--- src/dram_power_limiting_cfg.svh ---
// Constants for the DRAM power limiting block
`ifndef DRAM_POWER_LIMITING_CFG_SVH
`define DRAM_POWER_LIMITING_CFG_SVH

// ****************************************
// Field widths
// ****************************************
`define LIM_SAMPLE_W 24
`define LIM_QWCNT_W 32
`define LIM_DUR_W 6
`define LIM_SUB_W 16

// ****************************************
// Configuration field selects (write and read port)
// ****************************************
`define SEL_WR_SAMPLE 4'h0
`define SEL_WR_LIMIT 4'h1
`define SEL_WR_DUR 4'h2
`define SEL_WR_SUBLEN 4'h3
`define SEL_WR_BUDGET 4'h4
`define SEL_WR_CTRL 4'h5
`define SEL_RD_BASE 4'h6
`define SEL_RD_LAST 4'hB
`define SEL_LOCK 4'hC
`define SEL_SERR_EN 4'hD
`define FIELD_COUNT 3'h6

// ****************************************
// Field positions and reset values
// ****************************************
`define CTRL_ENABLE_BIT 2
`define LOCK_BIT 0
`define SERR_EN_BIT 0
`define RST_SAMPLE 24'h000000
`define RST_LIMIT 32'h00000000
`define RST_DUR 6'h00
`define RST_SUB 16'h0000

`endif

--- src/dram_power_limiting_pkg.sv ---
// Types shared by the DRAM power limiting block
package dram_power_limiting_pkg;

	// Settings of one limiting function: lengths in clock cycles, limit and budget in Qwords, duration in sample periods
	typedef struct packed
	{
		logic [23:0] sample_len;
		logic [31:0] qw_limit;
		logic [5:0] duration;
		logic [15:0] sub_len;
		logic [15:0] sub_budget;
		logic enable;
	} lim_cfg_t;

	// Regime of one limiting function
	typedef enum logic {MONITOR_S, LIMIT_S} lim_state_t;

endpackage

--- src/dram_power_limiting.sv ---
// DRAM read and write power limiting: configuration, two limiters, arbiter blocks
`include "dram_power_limiting_cfg.svh"

// ****************************************
// One limiting function
// ****************************************
module lim_engine
(
	input wire logic clk_i, // Core clock
	input wire logic rst_i, // Cold reset, synchronous
	input wire dram_power_limiting_pkg::lim_cfg_t cfg_i, // Settings
	input wire logic qw_i, // One Qword of own type completed
	input wire logic hold_i, // Freeze while monitoring
	output logic limiting_o, // In limiting regime
	output logic mask_o, // Budget spent, block own cycles
	output logic enter_o // Pulse: limiting entered
);
	dram_power_limiting_pkg::lim_state_t state_ff;
	logic [`LIM_SAMPLE_W-1:0] win_ff;
	logic [`LIM_QWCNT_W-1:0] qw_ff;
	logic [`LIM_DUR_W-1:0] dur_ff;
	logic [`LIM_SUB_W-1:0] sub_ff;
	logic [`LIM_SUB_W-1:0] budget_ff;
	wire mon = state_ff == dram_power_limiting_pkg::MONITOR_S;
	wire win_end = win_ff == cfg_i.sample_len - 24'h000001;
	wire sub_end = sub_ff == cfg_i.sub_len - 16'h0001;
	wire dur_end = dur_ff == cfg_i.duration - 6'h01;
	wire [`LIM_QWCNT_W:0] qw_sum = {1'b0, qw_ff} + {32'h00000000, qw_i};
	// Saturating accumulation of completed Qwords
	wire [`LIM_QWCNT_W-1:0] nxt_qw = qw_sum[`LIM_QWCNT_W] ? 32'hFFFFFFFF : qw_sum[31:0];
	wire over = qw_sum > {1'b0, cfg_i.qw_limit};
	wire frozen = hold_i && mon;

	// Status and masking decode
	assign limiting_o = !mon;
	assign mask_o = !mon && (budget_ff == 16'h0000);
	assign enter_o = cfg_i.enable && mon && !frozen && win_end && over;

	// Regime sequencing and counters
	always_ff @(posedge clk_i)
	begin
		if (rst_i || !cfg_i.enable)
		begin
			state_ff <= dram_power_limiting_pkg::MONITOR_S;
			win_ff <= `RST_SAMPLE;
			qw_ff <= `RST_LIMIT;
			dur_ff <= `RST_DUR;
			sub_ff <= `RST_SUB;
			budget_ff <= `RST_SUB;
		end
		else if (frozen)
		begin
			win_ff <= win_ff;
		end
		else
		begin
			unique case (state_ff)
				dram_power_limiting_pkg::MONITOR_S:
				begin
					win_ff <= win_end ? `RST_SAMPLE : win_ff + 24'h000001;
					qw_ff <= win_end ? `RST_LIMIT : nxt_qw;
					if (win_end && over)
					begin
						state_ff <= dram_power_limiting_pkg::LIMIT_S;
						dur_ff <= `RST_DUR;
						sub_ff <= `RST_SUB;
						budget_ff <= cfg_i.sub_budget;
					end
				end
				dram_power_limiting_pkg::LIMIT_S:
				begin
					win_ff <= win_end ? `RST_SAMPLE : win_ff + 24'h000001;
					if (win_end)
					begin
						dur_ff <= dur_ff + 6'h01;
					end
					if (win_end && dur_end)
					begin
						state_ff <= dram_power_limiting_pkg::MONITOR_S;
					end
					sub_ff <= sub_end ? `RST_SUB : sub_ff + 16'h0001;
					if (sub_end)
					begin
						budget_ff <= cfg_i.sub_budget;
					end
					else if (qw_i && budget_ff != 16'h0000)
					begin
						budget_ff <= budget_ff - 16'h0001;
					end
				end
			endcase
		end
	end
endmodule

// ****************************************
// Top: configuration store and arbiter blocking
// ****************************************
module dram_power_limiting
(
	input wire logic CLOCK_I, // Core clock, 10 MHz
	input wire logic RESET_I, // Cold reset, synchronous, active high
	input wire logic CFG_WR_I, // Configuration write strobe
	input wire logic [3:0] CFG_SEL_I, // Field select for write and read
	input wire logic [31:0] CFG_WDATA_I, // Configuration write data
	output logic [31:0] CFG_RDATA_O, // Selected field, one cycle later
	input wire logic RD_QW_DONE_I, // One Qword read completed
	input wire logic WR_QW_DONE_I, // One Qword write completed
	input wire logic RD_HITS_POSTED_I, // Read address matches a posted write
	output logic RD_BLOCK_O, // Arbiter must hold reads
	output logic WR_BLOCK_O, // Arbiter must hold writes
	output logic RD_LIMITING_O, // Read function limiting
	output logic WR_LIMITING_O, // Write function limiting
	output logic SERR_O // Pulse when limiting is entered
);
	dram_power_limiting_pkg::lim_cfg_t wr_cfg_ff;
	dram_power_limiting_pkg::lim_cfg_t rd_cfg_ff;
	logic lock_ff;
	logic serr_en_ff;
	logic serr_ff;
	logic [31:0] rdata_ff;
	logic rd_mask;
	logic wr_mask;
	logic rd_enter;
	logic wr_enter;

	// Store one field of a function's settings
	function automatic dram_power_limiting_pkg::lim_cfg_t put_field(
		input dram_power_limiting_pkg::lim_cfg_t c, input logic [2:0] idx,
		input logic [31:0] d);
		dram_power_limiting_pkg::lim_cfg_t r;
		r = c;
		unique case (idx)
			3'h0: r.sample_len = d[23:0];
			3'h1: r.qw_limit = d;
			3'h2: r.duration = d[5:0];
			3'h3: r.sub_len = d[15:0];
			3'h4: r.sub_budget = d[15:0];
			default: r.enable = d[`CTRL_ENABLE_BIT];
		endcase
		return r;
	endfunction

	// Read back one field, unused bits zero
	function automatic logic [31:0] get_field(
		input dram_power_limiting_pkg::lim_cfg_t c, input logic [2:0] idx);
		logic [31:0] r;
		r = 32'h00000000;
		unique case (idx)
			3'h0: r = {8'h00, c.sample_len};
			3'h1: r = c.qw_limit;
			3'h2: r = {26'h0000000, c.duration};
			3'h3: r = {16'h0000, c.sub_len};
			3'h4: r = {16'h0000, c.sub_budget};
			default: r = {29'h00000000, c.enable, 2'h0};
		endcase
		return r;
	endfunction

	// Address decode of the configuration port
	wire sel_wr = CFG_SEL_I < `SEL_RD_BASE;
	wire sel_rd = (CFG_SEL_I >= `SEL_RD_BASE) && (CFG_SEL_I <= `SEL_RD_LAST);
	wire [3:0] rd_off = CFG_SEL_I - `SEL_RD_BASE;
	wire [2:0] wr_idx = CFG_SEL_I[2:0];
	wire [2:0] rd_idx = rd_off[2:0];
	wire cfg_open = CFG_WR_I && !lock_ff;
	wire [31:0] nxt_rdata = sel_wr ? get_field(wr_cfg_ff, wr_idx) :
		sel_rd ? get_field(rd_cfg_ff, rd_idx) :
		(CFG_SEL_I == `SEL_LOCK) ? {31'h00000000, lock_ff} :
		(CFG_SEL_I == `SEL_SERR_EN) ? {31'h00000000, serr_en_ff} : 32'h00000000;

	// Configuration registers
	always_ff @(posedge CLOCK_I)
	begin
		if (RESET_I)
		begin
			wr_cfg_ff <= '0;
			rd_cfg_ff <= '0;
			lock_ff <= 1'b0;
			serr_en_ff <= 1'b0;
		end
		else
		begin
			if (cfg_open && sel_wr)
			begin
				wr_cfg_ff <= put_field(wr_cfg_ff, wr_idx, CFG_WDATA_I);
			end
			if (cfg_open && sel_rd)
			begin
				rd_cfg_ff <= put_field(rd_cfg_ff, rd_idx, CFG_WDATA_I);
			end
			if (cfg_open && CFG_SEL_I == `SEL_LOCK)
			begin
				lock_ff <= CFG_WDATA_I[`LOCK_BIT];
			end
			if (CFG_WR_I && CFG_SEL_I == `SEL_SERR_EN)
			begin
				serr_en_ff <= CFG_WDATA_I[`SERR_EN_BIT];
			end
		end
	end

	// Read data and error pulse
	always_ff @(posedge CLOCK_I)
	begin
		if (RESET_I)
		begin
			rdata_ff <= 32'h00000000;
			serr_ff <= 1'b0;
		end
		else
		begin
			rdata_ff <= nxt_rdata;
			serr_ff <= serr_en_ff && (rd_enter || wr_enter);
		end
	end

	lim_engine wr_engine
	(
		.clk_i(CLOCK_I),
		.rst_i(RESET_I),
		.cfg_i(wr_cfg_ff),
		.qw_i(WR_QW_DONE_I),
		.hold_i(rd_mask),
		.limiting_o(WR_LIMITING_O),
		.mask_o(wr_mask),
		.enter_o(wr_enter)
	);

	lim_engine rd_engine
	(
		.clk_i(CLOCK_I),
		.rst_i(RESET_I),
		.cfg_i(rd_cfg_ff),
		.qw_i(RD_QW_DONE_I),
		.hold_i(1'b0),
		.limiting_o(RD_LIMITING_O),
		.mask_o(rd_mask),
		.enter_o(rd_enter)
	);

	// Arbiter blocking; refresh has no block term here and is never held
	// refresh untouched
	assign RD_BLOCK_O = rd_mask || (wr_mask && RD_HITS_POSTED_I);
	assign WR_BLOCK_O = rd_mask || wr_mask;
	assign CFG_RDATA_O = rdata_ff;
	assign SERR_O = serr_ff;
endmodule

--- config.mk ---
export PLATFORM = sky130hd
export DESIGN_NAME = dram_power_limiting
export DESIGN_NICKNAME = d
export VERILOG_FILES = /design/src/dram_power_limiting_pkg.sv /design/src/dram_power_limiting.sv
export VERILOG_INCLUDE_DIRS = /design/src
export SDC_FILE = /design/constraint.sdc
export NUM_CORES = 1
export LEC_CHECK = 0
export BUFFER_PORTS_ARGS = -buffer_cell sky130_fd_sc_hd__buf_4
export CAP_MARGIN = 25
export CORE_MARGIN = 2
export CORE_UTILIZATION = 38
export CTS_CLUSTER_DIAMETER = 60
export DETAILED_ROUTE_END_ITERATION = 12
export SYNTH_ARGS = -nofsm -noshare
export SYNTH_HDL_FRONTEND = slang
export SYNTH_SLANG_ARGS = --single-unit
export TNS_END_PERCENT = 20
--- constraint.sdc ---
create_clock -name CLOCK_I -period 6.7 [get_ports CLOCK_I]
set_input_delay 1.005 -clock CLOCK_I [delete_from_list [all_inputs] [get_ports CLOCK_I]]
set_output_delay 1.005 -clock CLOCK_I [all_outputs]
set_load 0.1 [all_outputs]
==> qor.yml, run 1 <==
clocking:
  tritoncts: "yes"
  insertion_delay_ns: 0.60
  postCtsSetupRepairBufs: 0
  hold_buffers: 0
  cts_made_buffers: 50
  cts_max_path_buffers: 3
  cts.sink_count: 415
  htreeDepth: 2
  clockRootBuffer: "clkbuf_16"
  cts_resized: 0
  worst_setup_hold_path_clk_slew_ns: 0.06
yosys:
  synth.most_common_cell: "nand2_1"
  synth-edff-count: 0
  yosysWarningCount: 0
  synth_ff_type: "dfxtp_1"
  yosysTopAreaCell: "dfxtp_1"
  yosys-top-cells-count: "nand2_1 (560), dfxtp_1 (415), a21oi_1 (342)"
  synth.area.top_cells: "dfxtp_1 (34%), nand2_1 (8.6%), a21oi_1 (7.0%)"
  syn_avg_cell_area_um2: 7.582
  yosysTopAreaCellShare: 0.3383
  netlist_area_um2: 24560
  syn_inst: 3239
  synth_seq_cells: 415
  synthDistinctLibCells: 85
  syn_nets: 3363
  yosysSeqAreaShare: 0.3383
  synth-async-reset-ratio: 0
die:
  initial_utilization: 0.3823
  die_x_um: 258.2
  ios: 79
  row_count: 93
  core_um2: 64230
  dieHeight_um: 258.2
  dieArea_um2: 66680
sta:
  fmax_ghz: 0.1819
  layout_min_cycle_time_ns: 5.498
  rsz0062_at_grt: "no"
  fin_crit_sh: 0.8206
  clock_skew_ns: 0.02353
  setup_tns_ns: 0
  tightest_slew_ns: 1.101
  slew_violations: 0
  setup_viol: 0
  hold_violations: 0
  maxSlewHeadroom: 0.2645
cells_and_area:
  final_design_area_no_fill_um2: 27420
  areaGrowthSynthToFinish_pct: 11.67
  final_layout_size_suffix_gt1_frac: 0.08155
  fin_cells: 4082
  nets: 3313
critical_path:
  reg2reg_slack_ns: 1.38
  cp_max_fo: 24
  cp-end-kind: "flip-flop"
  worstPathRequired_ns: 7.17
  critPathLaunchType: "input port"
  critical_path_class: "input port to flip-flop"
  cp.arrival_ns: 5.97
global_routing:
  grt_max_degree: 178
  grtUsageTotal: 0.2294
  first_global_vias: 21150
  grt_pass1_wl_um: 122700
  antenna_found_initial: 2
  grt_overflow: 0
pwr:
  p_int_w: 0.004339
  switching_share: 0.2420
  pwr-share-comb: 0.062
  seqPwrFrac: 0.438
  p_leak_nw: 9.798
  powerDensity_nw_per_um2: 208.7
  ir_drop_mv: 0.1891
  p_clk_frac: 0.500
  p_sw_w: 0.001385
place:
  port_buffers: 78
  placed_area_um2: 25690
  dp_hpwl_um: 55740
  gp_congestion: 0.9372
  dp_cells: 3991
outcome:
  status: "finished clean"
routing:
  drc: 0
  firstDrtPassIters: 6
  ant_nets: 0
  route.detailed.wl_per_inst_um: 19.24
  wirelength_um: 78540
  via_per_inst: 5.655
  drt-initial-drc-count: 2202
  vias: 23080
worst_hold_path:
  hp-class: "flip-flop to flip-flop"
job:
  drv_cap: 0
## critical path, stage by stage
cell and delay [ns]:
buf_4 0.10, ha_1 0.19, nand3_1 0.14, nor4_1 0.26
buf_4 0.19, nand2_1 0.09, nor3_1 0.51, nand3_1 0.33
nor2_1 0.29, xnor2_1 0.10, ha_1 0.30, nand3_1 0.10
nor4bb_1 0.31, buf_4 0.20, a221o_1 0.20, nor4_1 0.07
o21ai_0 0.58, a31o_2 0.56, o21ai_0 0.17, a32o_1 0.28
## power groups by stage
| stage | clock network [W] | registers [W] | logic (W) |
|---|---|---|---|
| 4_1_cts | 0.00292 | 0.00250 | 0.000348 |
| 3_5_place_dp | 0 | 0.00256 | 0.000347 |
| 5_1_grt | 0.00302 | 0.00251 | 0.000387 |
| 3_3_place_gp | 0 | 0.00256 | 0.000346 |
| 6_report | 0.00286 | 0.00251 | 0.000356 |
| 2_1_floorplan | 0 | 0.00255 | 0.000238 |
## cell type report
| class | instances | area, um2 |
|---|---|---|
| clock inverters | 18 | 261.5 |
| multi-input cells | 2472 | 14930 |
| inverters | 132 | 495.5 |
| flip-flops and latches | 415 | 8308 |
| clock buffers | 70 | 1458 |
| repair buffers | 118 | 899.6 |
| well taps | 855 | 1070 |
| fillers | 6617 | 36810 |
| diodes | 2 | 5.005 |
## final timing paths
kind / start / cells past startpoint / end
setup / recovery: WR_QW_DONE_I / 20 / wr_engine.budget_ff[2]$_SDFFE_PP0P_
hold / removal: rd_engine.qw_ff[0]$_SDFFE_PP0N_ / 2 / rd_engine.qw_ff[0]$_SDFFE_PP0N_
setup reg to reg: wr_engine.qw_ff[0]$_SDFFE_PP0P_ / 19 / wr_engine.budget_ff[2]$_SDFFE_PP0P_
hold reg to reg: rd_engine.qw_ff[0]$_SDFFE_PP0N_ / 2 / rd_engine.qw_ff[0]$_SDFFE_PP0N_
## cells by family after synthesis
family                   after synthesis  share of synthesized area
AO/OA/AOI/OAI                        794                     0.2026
adder cells (fa/ha/maj)               82                    0.04178
XOR/XNOR                             212                    0.07617
buffers and inverters                352                    0.05660
flip-flops                           415                     0.3383
AND/OR/NAND/NOR                     1308                     0.2525
multiplexers                          76                    0.03210
## cells in the final DEF, fill, tap and decap left out, types with 9 or more instances in the layout
cell       instances
nand2_1          560
dfxtp_1          415
a21oi_1          342
nor2_1           225
inv_1            129
xnor2_1          125
nand3_1          119
buf_4            115
o21ai_0          113
xor2_1            86
ha_1              82
nor3_1            76
mux2i_1           54
and3_1            52
clkbuf_16         51
nand4_1           45
a22oi_1           38
nor4_1            36
o211ai_1          34
o31ai_1           30
or4_1             28
a21o_1            28
nand2b_1          24
and2_1            23
a22o_1            22
mux2_2            22
o22a_1            20
and4_1            19
or3_1             19
a221oi_1          18
a31oi_1           17
nor3b_1           15
o22ai_1           14
a211oi_1          13
nor2b_1           11
a32o_1            11
clkbuf_8          11
a2111oi_0          9
## sequential cells by signal, summed over array words and instances, names as in the netlist
name / flops
serr_en_ff: 1
wr_engine.limiting_o: 1
rd_engine.limiting_o: 1
rd_engine.win_ff: 24
wr_engine.qw_ff: 32
CFG_RDATA_O: 32
rd_engine.sub_ff: 16
wr_engine.dur_ff: 6
wr_cfg_ff: 95
rd_cfg_ff: 95
rd_engine.qw_ff: 32
wr_engine.budget_ff: 16
wr_engine.sub_ff: 16
lock_ff: 1
rd_engine.budget_ff: 16
SERR_O: 1
wr_engine.win_ff: 24
rd_engine.dur_ff: 6
## metrics by stage
step                      total power [W]  hold slack (ns)  worst slack, ns    util
after floorplan                  0.002789           0.4197            1.182       -
after global placement           0.002905           0.4323           0.7348  0.4000
after detailed placement         0.002906           0.4348           0.6584  0.4000
after CTS                        0.005773           0.4434            1.259  0.4268
after global routing             0.005910           0.4700           0.6223  0.4269
final                            0.005724           0.4453            1.202  0.4270
## layer usage
| metal | vias up | routed length, um | global-route usage |
|---|---|---|---|
| met5 | - | 13 | 0 |
| met2 | 764 | 33640 | 0.3476 |
| li1 | 11330 | - | - |
| met4 | 2 | 1930 | 0.06519 |
| met3 | 108 | 5957 | 0.03795 |
| met1 | 10880 | 36990 | 0.3338 |
Power figures use the tool's default switching activity.
==> run 2, diff against run 1 <==
==> constraint.sdc (replaced) <==
create_clock -name CLOCK_I -period 4.8 [get_ports CLOCK_I]
set_input_delay 0.72 -clock CLOCK_I [delete_from_list [all_inputs] [get_ports CLOCK_I]]
set_output_delay 0.72 -clock CLOCK_I [all_outputs]
set_load 0.1 [all_outputs]
==> qor.yml, run 2 (synthesized netlist as in run 1, its figures left out) <==
routing:
  vias: 23430
  firstDrtPassIters: 5
  drt-initial-drc-count: 2341
  via_per_inst: 5.646
  route.detailed.wl_per_inst_um: 19.03
  wirelength_um: 78980
  drc: 0
  ant_nets: 0
outcome:
  status: "finished clean"
cells_and_area:
  areaGrowthSynthToFinish_pct: 13.92
  layout_commonest_cell: "nand2_1"
  nets: 3375
  antenna_cells: 0
  top_regs: "rd_cfg_ff (95), wr_cfg_ff (95)"
  final_layout_size_suffix_gt1_frac: 0.1026
  final_cell_mix: "nand2_1 (560), dfxtp_1 (415), a21oi_1 (342), nor2_1 (225), buf_4 (172)"
  fin_util: 0.4356
job:
  drv_cap: 0
die:
  initial_utilization: 0.3823
  die_x_um: 258.2
  dieArea_um2: 66680
  dieHeight_um: 258.2
  row_count: 93
  ios: 79
  core_um2: 64230
clocking:
  htreeDepth: 2
  tritoncts: "yes"
  clockRootBuffer: "clkbuf_16"
  cts_max_path_buffers: 3
  worst_setup_hold_path_clk_slew_ns: 0.06
  insertion_delay_ns: 0.62
  cts_made_buffers: 52
  cts.sink_count: 415
critical_path:
  cp-end-kind: "flip-flop"
  critPathLaunchType: "flip-flop"
  cp_max_fo: 21
  worstPathRequired_ns: 5.29
  critical_path_class: "flip-flop to flip-flop"
  cp.arrival_ns: 4.91
global_routing:
  busiest_layer: "met2"
  grt_overflow: 0
  grt_pass1_wl_um: 122800
  grtUsageTotal: 0.2301
  met1_usage: 0.3323
  use_met2: 0.3489
  antenna_found_initial: 1
  use_met3: 0.04431
  grt_max_degree: 93
  first_global_vias: 21280
sta:
  layout_min_cycle_time_ns: 4.421
  fmax_ghz: 0.2262
  clock_skew_ns: 0.02489
  setup_viol: 0
  setup_tns_ns: 0
  hold_violations: 0
  tightest_slew_ns: 1.029
  slew_violations: 0
  maxSlewHeadroom: 0.3114
  fin_crit_sh: 0.9211
  fin_ws_ns: 0.3788
  rsz0062_at_grt: "no"
pwr:
  p_leak_nw: 10.16
  powerDensity_nw_per_um2: 287.3
  ir_drop_mv: 0.2509
place:
  dp_slack_ns: -0.2570
  gp_congestion: 0.8824
  port_buffers: 78
  dp_hpwl_um: 56840
worst_hold_path:
  hp-class: "input port to flip-flop"
-- run 2: changes by cell type in the layout (fill, tap and decap cells not counted), sizes merged --
cell    previous run  this run
buf              118       177
clkinv             9        19
inv              131       137
bufinv             6         3
clkbuf            70        68
diode              2         0
-- run 2: metal layers --
layer	routed length [um]	up-vias
li1	-	11480
met1	36130	10980
met2	34310	862
met3	6846	103
met4	1676	2
met5	13	-
-- run 2: report_power, final --
group / total [W] / switching, W / internal [W]
registers: 0.00350 / 0.0000325 / 0.00346
clock network: 0.00403 / 0.00168 / 0.00234
logic: 0.000516 / 0.000340 / 0.000176
-- run 2: per-stage QoR --
| stage | power, W | cells | hold slack [ns] | instance area (um2) |
|---|---|---|---|---|
| 4_1_cts | 0.008107 | 4148 | 0.3352 | 27950 |
| 6_report | 0.008038 | 4150 | 0.3612 | 27980 |
| 5_1_grt | 0.008305 | 4150 | 0.3629 | 27980 |
| 3_3_place_gp | 0.004068 | 4049 | 0.4346 | 26180 |
| 3_5_place_dp | 0.004069 | 4050 | 0.4481 | 26190 |
| 2_1_floorplan | 0.003896 | 3239 | 0.4197 | 24580 |
-- run 2: cell type report --
| type | instances | area, um2 |
|---|---|---|
| clock buffers | 67 | 1460 |
| well taps | 855 | 1070 |
| multi-input cells | 2472 | 14970 |
| flip-flops and latches | 415 | 8308 |
| repair buffers | 178 | 1375 |
| clock inverters | 31 | 304.0 |
| fillers | 6551 | 36250 |
| inverters | 132 | 495.5 |
-- run 2: worst paths after layout --
check / startpoint / end / slack (ns) / depth (start not counted)
setup / recovery: wr_engine.qw_ff[10]$_SDFFE_PP0P_ / wr_engine.sub_ff[6]$_SDFFE_PP0P_ / 0.38 / 18
hold / removal: CFG_WDATA_I[24] / rd_cfg_ff[63]$_SDFFE_PP0P_ / 0.36 / 3
setup reg to reg: wr_engine.qw_ff[10]$_SDFFE_PP0P_ / wr_engine.sub_ff[6]$_SDFFE_PP0P_ / 0.38 / 18
hold reg to reg: rd_engine.qw_ff[0]$_SDFFE_PP0N_ / rd_engine.qw_ff[0]$_SDFFE_PP0N_ / 0.45 / 2
-- run 2: worst max-delay path, stage by stage, from the launching register on --
cell      delay (ns)
dfxtp_1         0.42
and4_1          0.31
and4_1          0.30
nand2_1         0.11
nor3_2          0.24
nand3_1         0.20
nor2_1          0.23
xnor2_1         0.09
ha_1            0.29
nand3_1         0.14
nor4bb_4        0.43
nand3_1         0.16
o32ai_1         0.29
nor2_1          0.07
buf_4           0.16
a21oi_4         0.45
buf_4           0.23
nor3b_1         0.06
mux2i_1         0.13
-- run 2: repair_timing --
| action | in CTS | in global routing |
|---|---|---|
| resized for setup | 0 | 3 |
| hold buffers | 0 | 0 |
| buffers inserted | 0 | 1 |
| endpoints found under the setup margin | 0 | 34 |
